`config.mk`:
```
export PLATFORM = sky130hd
export DESIGN_NAME = port_f_and_pin_routing
export DESIGN_NICKNAME = d
export VERILOG_FILES = /design/src/rtl/port_f_pkg.sv /design/src/rtl/reg_access_if.sv /design/src/rtl/reg_bus_slave.sv /design/src/rtl/port_f_and_pin_routing.sv
export SDC_FILE = /design/constraint.sdc
export NUM_CORES = 1
export LEC_CHECK = 0
export BUFFER_PORTS_ARGS = -buffer_cell sky130_fd_sc_hd__buf_4
export CAP_MARGIN = 10
export CORE_MARGIN = 3
export CORE_UTILIZATION = 32
export CTS_CLUSTER_SIZE = 40
export DETAILED_ROUTE_END_ITERATION = 12
export GPL_ROUTABILITY_DRIVEN = 1
export SLEW_MARGIN = 20
export SYNTH_ARGS = -nofsm -noshare
export SYNTH_HDL_FRONTEND = slang
export SYNTH_SLANG_ARGS = --single-unit
```
`constraint.sdc`:
```
create_clock -name clk -period 2.4 [get_ports clk]
set_input_delay 0.24 -clock clk [delete_from_list [all_inputs] [get_ports clk]]
set_output_delay 0.24 -clock clk [all_outputs]
set_load 0.01 [all_outputs]
```
`src/rtl/port_f_pkg.sv`:
```
package port_f_pkg;

    // port geometry
    localparam int PORT_PIN_COUNT = 4;
    localparam int IRQ_LINE_COUNT = 16;
    localparam int SERIAL_LOOP_COUNT = 2;

    // register bus geometry
    localparam int BUS_ADDR_WIDTH = 8;
    localparam int BUS_DATA_WIDTH = 32;
    localparam int REG_WIDTH = 8;

    // byte addresses of the register words
    localparam logic [7:0] PIN_STATE_OFFSET = 8'h00;
    localparam logic [7:0] OUTPUT_LATCH_OFFSET = 8'h04;
    localparam logic [7:0] IRQ_HIGH_SELECT_OFFSET = 8'h08;
    localparam logic [7:0] IRQ_LOW_SELECT_OFFSET = 8'h0C;
    localparam logic [7:0] PORT_CONTROL_OFFSET = 8'h10;

    // reset values
    localparam logic [7:0] DIRECTION_RESET = 8'h00;
    localparam logic [7:0] OUTPUT_LATCH_RESET = 8'h00;
    localparam logic [7:0] IRQ_SELECT_RESET = 8'h00;
    localparam logic [7:0] PORT_CONTROL_RESET = 8'h00;

    // port control zero field positions
    localparam int SMARTCARD_LOOP_CH1_BIT = 7;
    localparam int SMARTCARD_LOOP_CH3_BIT = 6;
    localparam int GLUELESS_STROBE_SELECT_BIT = 1;

    // bus answers
    localparam logic [1:0] RESP_OKAY = 2'h0;
    localparam logic [1:0] RESP_SLVERR = 2'h2;

endpackage

```
`src/rtl/reg_access_if.sv`:
```
`timescale 1ns/1ps
interface reg_access_if;
    import port_f_pkg::*;
    logic wrEn;
    logic [BUS_ADDR_WIDTH-1:0] wrAddr;
    logic [REG_WIDTH-1:0] wrData;
    logic wrLane;
    logic wrErr;
    logic [BUS_ADDR_WIDTH-1:0] rdAddr;
    logic [REG_WIDTH-1:0] rdData;
    logic rdErr;

    modport bus (
        output wrEn, wrAddr, wrData, wrLane, rdAddr,
        input wrErr, rdData, rdErr
    );
    modport regs (
        input wrEn, wrAddr, wrData, wrLane, rdAddr,
        output wrErr, rdData, rdErr
    );
endinterface

```
`src/rtl/reg_bus_slave.sv`:
```
`timescale 1ns/1ps
module reg_bus_slave
    import port_f_pkg::*;
(
    input wire logic clk,
    input wire logic resetn,
    input wire logic [BUS_ADDR_WIDTH-1:0] awaddr,
    input wire logic awvalid,
    output logic awready,
    input wire logic [BUS_DATA_WIDTH-1:0] wdata,
    input wire logic [3:0] wstrb,
    input wire logic wvalid,
    output logic wready,
    output logic [1:0] bresp,
    output logic bvalid,
    input wire logic bready,
    input wire logic [BUS_ADDR_WIDTH-1:0] araddr,
    input wire logic arvalid,
    output logic arready,
    output logic [BUS_DATA_WIDTH-1:0] rdata,
    output logic [1:0] rresp,
    output logic rvalid,
    input wire logic rready,
    reg_access_if.bus regs
);

    typedef struct packed {
        logic awHeld;
        logic [BUS_ADDR_WIDTH-1:0] awAddr;
        logic wHeld;
        logic [REG_WIDTH-1:0] wData;
        logic wLow;
        logic arHeld;
        logic [BUS_ADDR_WIDTH-1:0] arAddr;
        logic awReady;
        logic wReady;
        logic arReady;
        logic bValid;
        logic [1:0] bResp;
        logic rValid;
        logic [REG_WIDTH-1:0] rData;
        logic [1:0] rResp;
    } slave_state_t;

    slave_state_t state;
    slave_state_t next_state;

    always_comb begin
        next_state = state;
        if (awvalid && state.awReady) begin
            next_state.awHeld = 1'b1;
            next_state.awAddr = awaddr;
        end
        if (wvalid && state.wReady) begin
            next_state.wHeld = 1'b1;
            next_state.wData = wdata[REG_WIDTH-1:0];
            next_state.wLow = wstrb[0];
        end
        // write goes out once address and data are both held
        regs.wrEn = state.awHeld && state.wHeld && !state.bValid;
        regs.wrAddr = state.awAddr;
        regs.wrData = state.wData;
        regs.wrLane = state.wLow;
        if (regs.wrEn) begin
            next_state.awHeld = 1'b0;
            next_state.wHeld = 1'b0;
            next_state.bValid = 1'b1;
            next_state.bResp = regs.wrErr ? RESP_SLVERR : RESP_OKAY;
        end
        if (state.bValid && bready) begin
            next_state.bValid = 1'b0;
        end
        regs.rdAddr = state.arAddr;
        if (arvalid && state.arReady) begin
            next_state.arHeld = 1'b1;
            next_state.arAddr = araddr;
        end
        if (state.arHeld && !state.rValid) begin
            next_state.arHeld = 1'b0;
            next_state.rValid = 1'b1;
            next_state.rData = regs.rdData;
            next_state.rResp = regs.rdErr ? RESP_SLVERR : RESP_OKAY;
        end
        if (state.rValid && rready) begin
            next_state.rValid = 1'b0;
        end
        // one write and one read under way at a time
        next_state.awReady = !next_state.awHeld && !next_state.bValid;
        next_state.wReady = !next_state.wHeld && !next_state.bValid;
        next_state.arReady = !next_state.arHeld && !next_state.rValid;
    end

    always_ff @(posedge clk or negedge resetn) begin
        if (!resetn) begin
            state <= '0;
        end else begin
            state <= next_state;
        end
    end

    assign awready = state.awReady;
    assign wready = state.wReady;
    assign arready = state.arReady;
    assign bvalid = state.bValid;
    assign bresp = state.bResp;
    assign rvalid = state.rValid;
    assign rresp = state.rResp;
    assign rdata = {{(BUS_DATA_WIDTH-REG_WIDTH){1'b0}}, state.rData};

endmodule // reg_bus_slave

```
`src/rtl/port_f_and_pin_routing.sv`:
```
// Behaviour
// - a direction bit of 1 makes its pin an output, 0 makes it an input.
// - direction is write-only; its address reads back the live pin levels.
// - writing the pin-state address loads the direction latch.
// - direction and output latch clear on system reset, not on watchdog.
// - the output latch holds four read/write bits, reset 0, driven on pins.
// - bits 7 to 4 of output latch and pin state are reserved (read 0 here).
// - the pin-state read returns the synchronised live pin levels.
// - select bits 15 to 8 pick default (0) or alternate (1) irq pins.
// - select bits 7 to 0 pick default (0) or alternate (1) irq pins.
// - control bit 7 loops serial channel one transmit into its receive.
// - control bit 6 loops serial channel three transmit into its receive.
// - control bit 1 picks read plus upper/lower write or glueless strobes.
`timescale 1ns/1ps
module port_f_and_pin_routing
    import port_f_pkg::*;
#(
    parameter int PIN_COUNT = PORT_PIN_COUNT
)
(
    input wire logic clk,
    input wire logic resetn,
    input wire logic watchdogReset,
    input wire logic [BUS_ADDR_WIDTH-1:0] awaddr,
    input wire logic awvalid,
    output logic awready,
    input wire logic [BUS_DATA_WIDTH-1:0] wdata,
    input wire logic [3:0] wstrb,
    input wire logic wvalid,
    output logic wready,
    output logic [1:0] bresp,
    output logic bvalid,
    input wire logic bready,
    input wire logic [BUS_ADDR_WIDTH-1:0] araddr,
    input wire logic arvalid,
    output logic arready,
    output logic [BUS_DATA_WIDTH-1:0] rdata,
    output logic [1:0] rresp,
    output logic rvalid,
    input wire logic rready,
    input wire logic [PIN_COUNT-1:0] pinLevelIn,
    output logic [PIN_COUNT-1:0] pinDriveOut,
    output logic [PIN_COUNT-1:0] pinDriveEnable,
    input wire logic [IRQ_LINE_COUNT-1:0] irqDefaultPin,
    input wire logic [IRQ_LINE_COUNT-1:0] irqAlternatePin,
    output logic [IRQ_LINE_COUNT-1:0] irqLine,
    input wire logic serial1TransmitLine,
    input wire logic serial1ReceivePin,
    output logic serial1ReceiveLine,
    input wire logic serial3TransmitLine,
    input wire logic serial3ReceivePin,
    output logic serial3ReceiveLine,
    input wire logic busRead,
    input wire logic busWrite,
    input wire logic busUpperByte,
    input wire logic busLowerByte,
    output logic readStrobeN,
    output logic upperWriteStrobeN,
    output logic lowerWriteStrobeN,
    output logic writeStrobeN,
    output logic upperByteEnableN,
    output logic lowerByteEnableN,
    output logic gluelessStrobeSelect
);

    typedef struct packed {
        logic [PIN_COUNT-1:0] direction;
        logic [PIN_COUNT-1:0] outputLatch;
        logic [PIN_COUNT-1:0] pinDrive;
        logic [PIN_COUNT-1:0] pinSyncA;
        logic [PIN_COUNT-1:0] pinSyncB;
        logic [REG_WIDTH-1:0] irqHighSelect;
        logic [REG_WIDTH-1:0] irqLowSelect;
        logic [REG_WIDTH-1:0] portControl;
        logic [IRQ_LINE_COUNT-1:0] defaultSyncA;
        logic [IRQ_LINE_COUNT-1:0] defaultSyncB;
        logic [IRQ_LINE_COUNT-1:0] alternateSyncA;
        logic [IRQ_LINE_COUNT-1:0] alternateSyncB;
        logic [IRQ_LINE_COUNT-1:0] irqRouted;
        logic [SERIAL_LOOP_COUNT-1:0] receiveSyncA;
        logic [SERIAL_LOOP_COUNT-1:0] receiveSyncB;
        logic [SERIAL_LOOP_COUNT-1:0] receiveRouted;
        logic readStrobeN;
        logic upperWriteStrobeN;
        logic lowerWriteStrobeN;
        logic writeStrobeN;
        logic upperByteEnableN;
        logic lowerByteEnableN;
    } port_state_t;

    localparam port_state_t STATE_RESET = '{
        direction: DIRECTION_RESET[PIN_COUNT-1:0],
        outputLatch: OUTPUT_LATCH_RESET[PIN_COUNT-1:0],
        irqHighSelect: IRQ_SELECT_RESET,
        irqLowSelect: IRQ_SELECT_RESET,
        portControl: PORT_CONTROL_RESET,
        readStrobeN: 1'b1,
        upperWriteStrobeN: 1'b1,
        lowerWriteStrobeN: 1'b1,
        writeStrobeN: 1'b1,
        upperByteEnableN: 1'b1,
        lowerByteEnableN: 1'b1,
        default: '0
    };

    port_state_t state;
    port_state_t next_state;

    reg_access_if regs ();

    reg_bus_slave u_bus (
        .clk(clk),
        .resetn(resetn),
        .awaddr(awaddr),
        .awvalid(awvalid),
        .awready(awready),
        .wdata(wdata),
        .wstrb(wstrb),
        .wvalid(wvalid),
        .wready(wready),
        .bresp(bresp),
        .bvalid(bvalid),
        .bready(bready),
        .araddr(araddr),
        .arvalid(arvalid),
        .arready(arready),
        .rdata(rdata),
        .rresp(rresp),
        .rvalid(rvalid),
        .rready(rready),
        .regs(regs)
    );

    // per-line source selection between default and alternate pin
    logic [IRQ_LINE_COUNT-1:0] irqSelect;
    logic [IRQ_LINE_COUNT-1:0] irqChosen;

    assign irqSelect = {state.irqHighSelect, state.irqLowSelect};

    genvar line;
    generate
        for (line = 0; line < IRQ_LINE_COUNT; line++) begin : g_irq
            assign irqChosen[line] = irqSelect[line]
                ? state.alternateSyncB[line]
                : state.defaultSyncB[line];
        end
    endgenerate

    // register read decode
    always_comb begin
        regs.rdErr = 1'b0;
        regs.rdData = '0;
        case (regs.rdAddr)
            PIN_STATE_OFFSET: begin
                // live levels, not the stored direction bits
                regs.rdData = REG_WIDTH'(state.pinSyncB);
            end
            OUTPUT_LATCH_OFFSET: begin
                regs.rdData = REG_WIDTH'(state.outputLatch);
            end
            IRQ_HIGH_SELECT_OFFSET: begin
                regs.rdData = state.irqHighSelect;
            end
            IRQ_LOW_SELECT_OFFSET: begin
                regs.rdData = state.irqLowSelect;
            end
            PORT_CONTROL_OFFSET: begin
                regs.rdData = state.portControl;
            end
            default: begin
                regs.rdErr = 1'b1;
            end
        endcase
    end

    // write address check
    always_comb begin
        case (regs.wrAddr)
            PIN_STATE_OFFSET,
            OUTPUT_LATCH_OFFSET,
            IRQ_HIGH_SELECT_OFFSET,
            IRQ_LOW_SELECT_OFFSET,
            PORT_CONTROL_OFFSET: begin
                regs.wrErr = 1'b0;
            end
            default: begin
                regs.wrErr = 1'b1;
            end
        endcase
    end

    always_comb begin
        next_state = state;

        // two-flop synchronisers for everything from pins
        next_state.pinSyncA = pinLevelIn;
        next_state.pinSyncB = state.pinSyncA;
        next_state.defaultSyncA = irqDefaultPin;
        next_state.defaultSyncB = state.defaultSyncA;
        next_state.alternateSyncA = irqAlternatePin;
        next_state.alternateSyncB = state.alternateSyncA;
        next_state.receiveSyncA = {serial3ReceivePin, serial1ReceivePin};
        next_state.receiveSyncB = state.receiveSyncA;

        // watchdog reset leaves the port latches alone
        if (watchdogReset) begin
            next_state.irqHighSelect = IRQ_SELECT_RESET;
            next_state.irqLowSelect = IRQ_SELECT_RESET;
            next_state.portControl = PORT_CONTROL_RESET;
        end else if (regs.wrEn && regs.wrLane) begin
            case (regs.wrAddr)
                PIN_STATE_OFFSET: begin
                    next_state.direction = regs.wrData[PIN_COUNT-1:0];
                end
                OUTPUT_LATCH_OFFSET: begin
                    next_state.outputLatch = regs.wrData[PIN_COUNT-1:0];
                end
                IRQ_HIGH_SELECT_OFFSET: begin
                    next_state.irqHighSelect = regs.wrData;
                end
                IRQ_LOW_SELECT_OFFSET: begin
                    next_state.irqLowSelect = regs.wrData;
                end
                PORT_CONTROL_OFFSET: begin
                    next_state.portControl = regs.wrData;
                end
                default: begin
                end
            endcase
        end

        // drive only pins set as outputs
        next_state.pinDrive = next_state.outputLatch
            & next_state.direction;

        next_state.irqRouted = irqChosen;

        next_state.receiveRouted[0] =
            state.portControl[SMARTCARD_LOOP_CH1_BIT]
            ? serial1TransmitLine
            : state.receiveSyncB[0];
        next_state.receiveRouted[1] =
            state.portControl[SMARTCARD_LOOP_CH3_BIT]
            ? serial3TransmitLine
            : state.receiveSyncB[1];

        // external extension strobes, all active low
        next_state.readStrobeN = !busRead;
        if (state.portControl[GLUELESS_STROBE_SELECT_BIT]) begin
            next_state.writeStrobeN = !busWrite;
            next_state.upperByteEnableN = !((busRead || busWrite)
                && busUpperByte);
            next_state.lowerByteEnableN = !((busRead || busWrite)
                && busLowerByte);
            next_state.upperWriteStrobeN = 1'b1;
            next_state.lowerWriteStrobeN = 1'b1;
        end else begin
            next_state.upperWriteStrobeN = !(busWrite && busUpperByte);
            next_state.lowerWriteStrobeN = !(busWrite && busLowerByte);
            next_state.writeStrobeN = 1'b1;
            next_state.upperByteEnableN = 1'b1;
            next_state.lowerByteEnableN = 1'b1;
        end
    end

    // only the system reset clears the port latches
    always_ff @(posedge clk or negedge resetn) begin
        if (!resetn) begin
            state <= STATE_RESET;
        end else begin
            state <= next_state;
        end
    end

    assign pinDriveEnable = state.direction;
    assign pinDriveOut = state.pinDrive;
    assign irqLine = state.irqRouted;
    assign serial1ReceiveLine = state.receiveRouted[0];
    assign serial3ReceiveLine = state.receiveRouted[1];
    assign readStrobeN = state.readStrobeN;
    assign upperWriteStrobeN = state.upperWriteStrobeN;
    assign lowerWriteStrobeN = state.lowerWriteStrobeN;
    assign writeStrobeN = state.writeStrobeN;
    assign upperByteEnableN = state.upperByteEnableN;
    assign lowerByteEnableN = state.lowerByteEnableN;
    assign gluelessStrobeSelect =
        state.portControl[GLUELESS_STROBE_SELECT_BIT];

endmodule // port_f_and_pin_routing

```
Word-level counts from Yosys, hierarchy flattened
Cells that the tools add are included.
{ "totals": {"ff_bits": 181, "output_inout_bits": 74, "word_cells": 128, "inputBits": 104} }
{ "classes": {"n_reduce_logical": 41, "bitwise_logic": 1, "n_mux": 41, "eq_ne": 8} }
{ "ops": {"columns": ["op", "count"], "rows": [
  ["2-to-1 mux 24 bit", 2],
  ["2-to-1 mux 8 bit", 5],
  ["one-hot mux 8 bit (5 select lines)", 1],
  ["== test 8 x 4 -> 1 bit, second input constant", 4],
  ["2-to-1 mux 1 bit", 23],
  ["2-to-1 mux 9 bit", 2],
  ["== test 8 x 3 -> 1 bit, second input constant", 2],
  ["== test 8 x 5 -> 1 bit, second input constant", 2],
  ["logical AND 1 bit", 16],
  ["logical NOT 8 bit", 2],
  ["logical NOT 1 bit", 13],
  ["2-to-1 mux 11 bit", 1],
  ["2-to-1 mux 10 bit", 1],
  ["OR reduction 5 bit", 2],
  ["2-to-1 mux 4 bit", 2],
  ["nonzero test 2 bit", 4],
  ["AND reduction 2 bit", 3],
  ["2-to-1 mux 5 bit", 1],
  ["bitwise AND 4 bit", 1],
  ["2-to-1 mux 2 bit", 2],
  ["2-to-1 mux 3 bit", 1],
  ["logical OR 1 bit", 1]
]} }

Longest topological paths before layout
{ "logic_depth": {"word_depth": 7, "mapped_depth": 5, "mapped_depth_nobuf": 4} }

Hierarchy
From an unflattened synthesis, not the netlist that was laid out.
{ "unflattened": {"hier_cells": 491, "area_unflattened_um2": 6970.4} }
{ "by_module_without_submodules": {"columns": ["mod", "instances", "cells_per_inst", "seq_area_each_um2", "area_per_inst_um2"], "rows": [
  ["port_f_and_pin_routing", 1, 331, 3410.8, 4868.4],
  ["reg_bus_slave", 1, 160, 1076.0, 2102.0]
]} }

Worst setup path after synthesis
OpenSTA, ideal clock, no wires.
{ "synth_path": {"kind": "flip-flop to flip-flop", "from": "register u_bus.state (netlist bit u_bus.regs.rdAddr[3])", "to": "register u_bus.state (netlist bit u_bus.rresp[1])", "arrival_ns": 1.576, "path_buffers": 1, "setup_time_ns": 0.133, "setup_slack_ns": 0.692, "t_required_ns": 2.267, "synth_period_minus_slack_ns": 1.708, "stages_incl_launch_ff": 6, "path_cell_list": "dfrtp_1 > buf_6 > or4_4 > nor3_4 > o21bai_4 > a21boi_1"} }
{ "synth_via": {"elab_chain_len": 3, "word_cells_on_any_way": 7, "classes_between": "eq/ne (4); mux (1); reduce/logical (2)"} }
{ "synth_lines": {"columns": ["item", "line_no", "text"], "rows": [
  ["from (decl)", "reg_bus_slave.sv:45", "slave_state_t state;"],
  ["from (signal assigned)", "reg_bus_slave.sv:97", "state <= next_state;"],
  ["== test 8 x 5 -> 1 bit (tied with other cells)", "port_f_and_pin_routing.sv:153", "case (regs.rdAddr)"],
  ["OR reduction 5 bit (no line) (*)", null, null],
  ["2-to-1 mux 2 bit (*)", "reg_bus_slave.sv:82", "next_state.rResp = regs.rdErr ? RESP_SLVERR : RESP_OKAY;"]
]} }
Mark *: on every way between the ends. The rest lies on a longest branch, timed or not.
A chain may end at the register's enable or synchronous reset.

Final worst setup path
{ "layout_path": {"from": "register u_bus.state (netlist bit u_bus.regs.rdAddr[7])", "to": "register u_bus.state (netlist bit u_bus.rdata[4])"} }
{ "layout_via": {"elab_chain_len": 2, "word_cells_on_any_way": 6, "classes_between": "eq/ne (4); mux (1); reduce/logical (1)"} }
{ "layout_lines": {"columns": ["item", "line_no"], "rows": [
  ["== test 8 x 5 -> 1 bit (tied with other cells)", "port_f_and_pin_routing.sv:153"],
  ["one-hot mux 8 bit (5 select lines) (*)", "port_f_and_pin_routing.sv:153"]
]} }
Marked as above.

==> results.py <==
metrics = {
    "outcome": {
        "outcome": "finished clean",
    },
    "cts": {
        "clock_latency_ps": 420,
        "clockBufferDepth": 2,
        "htreeDepth": 4,
        "root_buffer": "clkbuf_16",
        "clkSlewWorstSetupHoldPaths_ps": 70,
        "postCtsHoldBufs": 45,
        "numCtsBuffers": 17,
        "clock-sinks": 179,
        "cts_setup_buffers": 0,
        "cts_resized": 0,
        "cts_tree": "done",
    },
    "floorplanning": {
        "dieHeight_um": 150,
        "die_area_um2": 22500,
        "start_util_pct": 32.8,
        "io_pins": 178,
        "core_area_um2": 20300,
        "rows": 52,
        "die_w_um": 150,
    },
    "placement": {
        "portBuffers": 124,
        "placed_area_um2": 7590,
        "gp_congestion": 0.775,
        "dp_hpwl_mm": 9.59,
        "dpl.cell_count": 816,
    },
    "global_route": {
        "grt_usage_pct": 12.6,
        "grt_overflow_total": 0,
        "grt_pass1_wl_mm": 21.7,
        "grt_pass1_vias": 4104,
        "grt_max_degree": 66,
        "antenna_found_initial": 0,
    },
    "synth": {
        "synth_simple_gate_area_share_pct": 6.94,
        "synth_area_leaders": "dfrtp_1, mux2_2, buf_4, mux2i_1, dfstp_2",
        "synth_seq_area_share_pct": 67.5,
        "synth_commonest_cells": "dfrtp_1, buf_4, mux2_2, mux2i_1, nor2_1",
        "netlist_area_um2": 6650,
        "synth_top_area_share_pct": 65.1,
        "yosysMostFrequentCell": "dfrtp_1",
        "muxShareOfSynthArea_pct": 13.5,
        "ys_async_sr_fraction_pct": 100,
        "ys.flop_type": "dfrtp_1",
        "synth-compound-area-share_pct": 4.18,
        "avgSynthCellArea_um2": 14.6,
        "ys_warn_count": 0,
        "ys_seq_elements": 179,
        "synth_top_family_by_area": "multiplexers",
        "yosys.cell_types.count": 41,
        "synthCells": 457,
        "synth_area_leader_cell": "dfrtp_1",
        "synth_fa_ha_area_share_pct": 0,
        "synth-xor-area-share_pct": 0,
        "synth_edf_count": 0,
    },
    "power": {
        "comb_power_share_pct": 14.7,
        "p_seq_share_pct": 49.7,
        "total_leakage_power_nw": 4.10,
        "p_int_mw": 5.57,
        "ir_drop_v": 0.000501,
        "power_density_nw_per_um2": 885,
        "clkPwrFrac_pct": 35.6,
        "p_sw_share_pct": 27.1,
        "p_switching_mw": 2.07,
    },
    "sta": {
        "setup_viol": 0,
        "tightestPinTransition_ps": 634,
        "fmax_mhz": 503,
        "setup_tns_ps": 0,
        "drv_slew": 0,
        "rsz0062_at_grt": "false",
        "finalHoldViolCount": 0,
        "relSlewSlack_pct": 57.5,
        "post-route-period-util_pct": 82.8,
        "skew_ps": 9.26,
        "fin_crit_ps": 1990,
    },
    "final_layout": {
        "syn2layout_area_growth_pct": 29.7,
        "instances_no_fill": 893,
        "antenna_cells": 0,
        "final_nets": 714,
        "design_area_um2": 8630,
        "drive_gt1_share_pct": 37.2,
    },
    "route": {
        "drt_iter0_drc": 183,
        "drc": 0,
        "routedWlPerCell_um": 15.3,
        "dr.pass1.iters": 4,
        "drtAntennaViolNets": 0,
        "drt_wl_total_mm": 13.7,
        "routed_via_density": 4.32,
        "num_vias": 3857,
    },
    "setup_path": {
        "crit_path_start": "u_bus.regs.rdAddr[7]",
        "reg2reg_from": "u_bus.regs.rdAddr[7]",
        "worstSetupEndpointType": "flop",
        "path_buf_inv": 0,
        "worstPathArrival_ps": 2320,
        "path_cells": "or3_1 > nor3_2 > a22oi_1 > a22oi_1",
        "slowest_stage": "nor3_2",
        "cpPeakStageDelay_ps": 610,
        "path_class": "reg2reg",
        "crit_family": "simple AND/OR/NAND/NOR gates",
        "cp_max_fo": 12,
        "cpMostUsedCell": "a22oi_1",
        "worst_setup_path_start_kind": "flop",
        "required_ps": 2730,
    },
    "hold_path": {
        "holdCritPathClass": "in2reg",
        "hold_start": "wdata[1]",
    },
    "job": {
        "max_cap_viol_count": 0,
    },
}
## metrics by stage
stage,util [%],power (mW),setup slack (ps),hold slack [ps]
2_1_floorplan,-,4.51,692,-55.6
3_3_place_gp,37.4,4.86,467,260
3_5_place_dp,37.4,4.92,399,282
4_1_cts,42.5,7.74,380,30.7
5_1_grt,42.5,8.03,218,35.9
6_report,42.5,7.63,413,56.8
## cell usage in the layout, fill, tap and decap left out, types with 2 or more instances in the layout
cell type,instances
dfrtp_1,173
buf_4,129
mux2_2,49
dlygate4sd3_1,45
mux2i_1,32
nor2_1,27
conb_1,26
nand2_1,18
clkbuf_16,17
nor3_1,10
a22oi_1,8
dfstp_2,6
nor2b_1,5
or3_1,5
inv_1,5
a211oi_1,5
a21boi_1,5
o221a_2,4
o21ai_0,4
o21ai_1,4
a21oi_1,3
nand4_1,3
inv_6,3
clkinv_2,3
clkinvlp_4,3
nor3_2,2
nor3_4,2
mux2_1,2
o21a_1,2
or4b_1,2
bufinv_16,2
clkinv_4,2
buf_12,2
## path summary, 6_finish.rpt
check | endpoint | slack, ps | cells past startpoint
hold / removal | u_bus.regs.wrData[1] | 60 | 2
max in group asynchronous | next_state[118] | 1290 | 3
min in group asynchronous | next_state[74] | 380 | 2
hold reg to reg | state[63] | 350 | 0
setup reg to reg | u_bus.rdata[4] | 410 | 4
setup / recovery | u_bus.rdata[4] | 410 | 4
## state kept, by name, indices dropped and copies added, names as in the netlist, 3 cells and up
register,cells
irqLine,16
irqSelect,16
next_state,38
pinDriveEnable,4
pinDriveOut,4
state,49
u_bus.rdata,8
u_bus.regs.rdAddr,8
u_bus.regs.wrAddr,8
u_bus.regs.wrData,8
u_bus.state,3
## per-layer routing
| metal | vias to the layer above | track usage [%] | routed length [µm] |
|---|---|---|---|
| met4 | 0 | 3.61 | 163 |
| li1 | 1790 | - | - |
| met1 | 1936 | 15.8 | 5870 |
| met3 | 13 | 4.03 | 811 |
| met5 | - | 0 | 0 |
| met2 | 118 | 21.1 | 6830 |
## worst reg2reg max path, delay by kind of cell (launching register included)
kind	cells	cell delay, ps
and+or+nand+nor	2	1200
DFF	1	370
AOI/OAI and AO/OA	2	330
## area by class of cell
| type | count | area (µm²) |
|---|---|---|
| Clock buffer | 18 | 429 |
| Fill cell | 1837 | 11700 |
| Timing Repair Buffer | 177 | 1470 |
| Sequential cell | 179 | 4490 |
| Clock inverter | 14 | 153 |
| Tap cell | 270 | 338 |
| Multi-Input combinational cell | 230 | 1730 |
| Inverter | 5 | 18.8 |
## cells by family after synthesis
family / count (synthesis)
multiplexers: 83
AND/OR/NAND/NOR: 84
flip-flops: 179
AO/OA/AOI/OAI: 37
other: 1
buffers and inverters: 73
## power groups by stage
| stage | clock network [mW] | registers [mW] | logic, mW |
|---|---|---|---|
| 2_1_floorplan | 0 | 3.70 | 0.809 |
| 3_3_place_gp | 0 | 3.82 | 1.03 |
| 3_5_place_dp | 0 | 3.85 | 1.07 |
| 4_1_cts | 2.81 | 3.79 | 1.14 |
| 5_1_grt | 2.94 | 3.85 | 1.23 |
| 6_report | 2.72 | 3.79 | 1.12 |
Power figures use the tool's default switching activity.
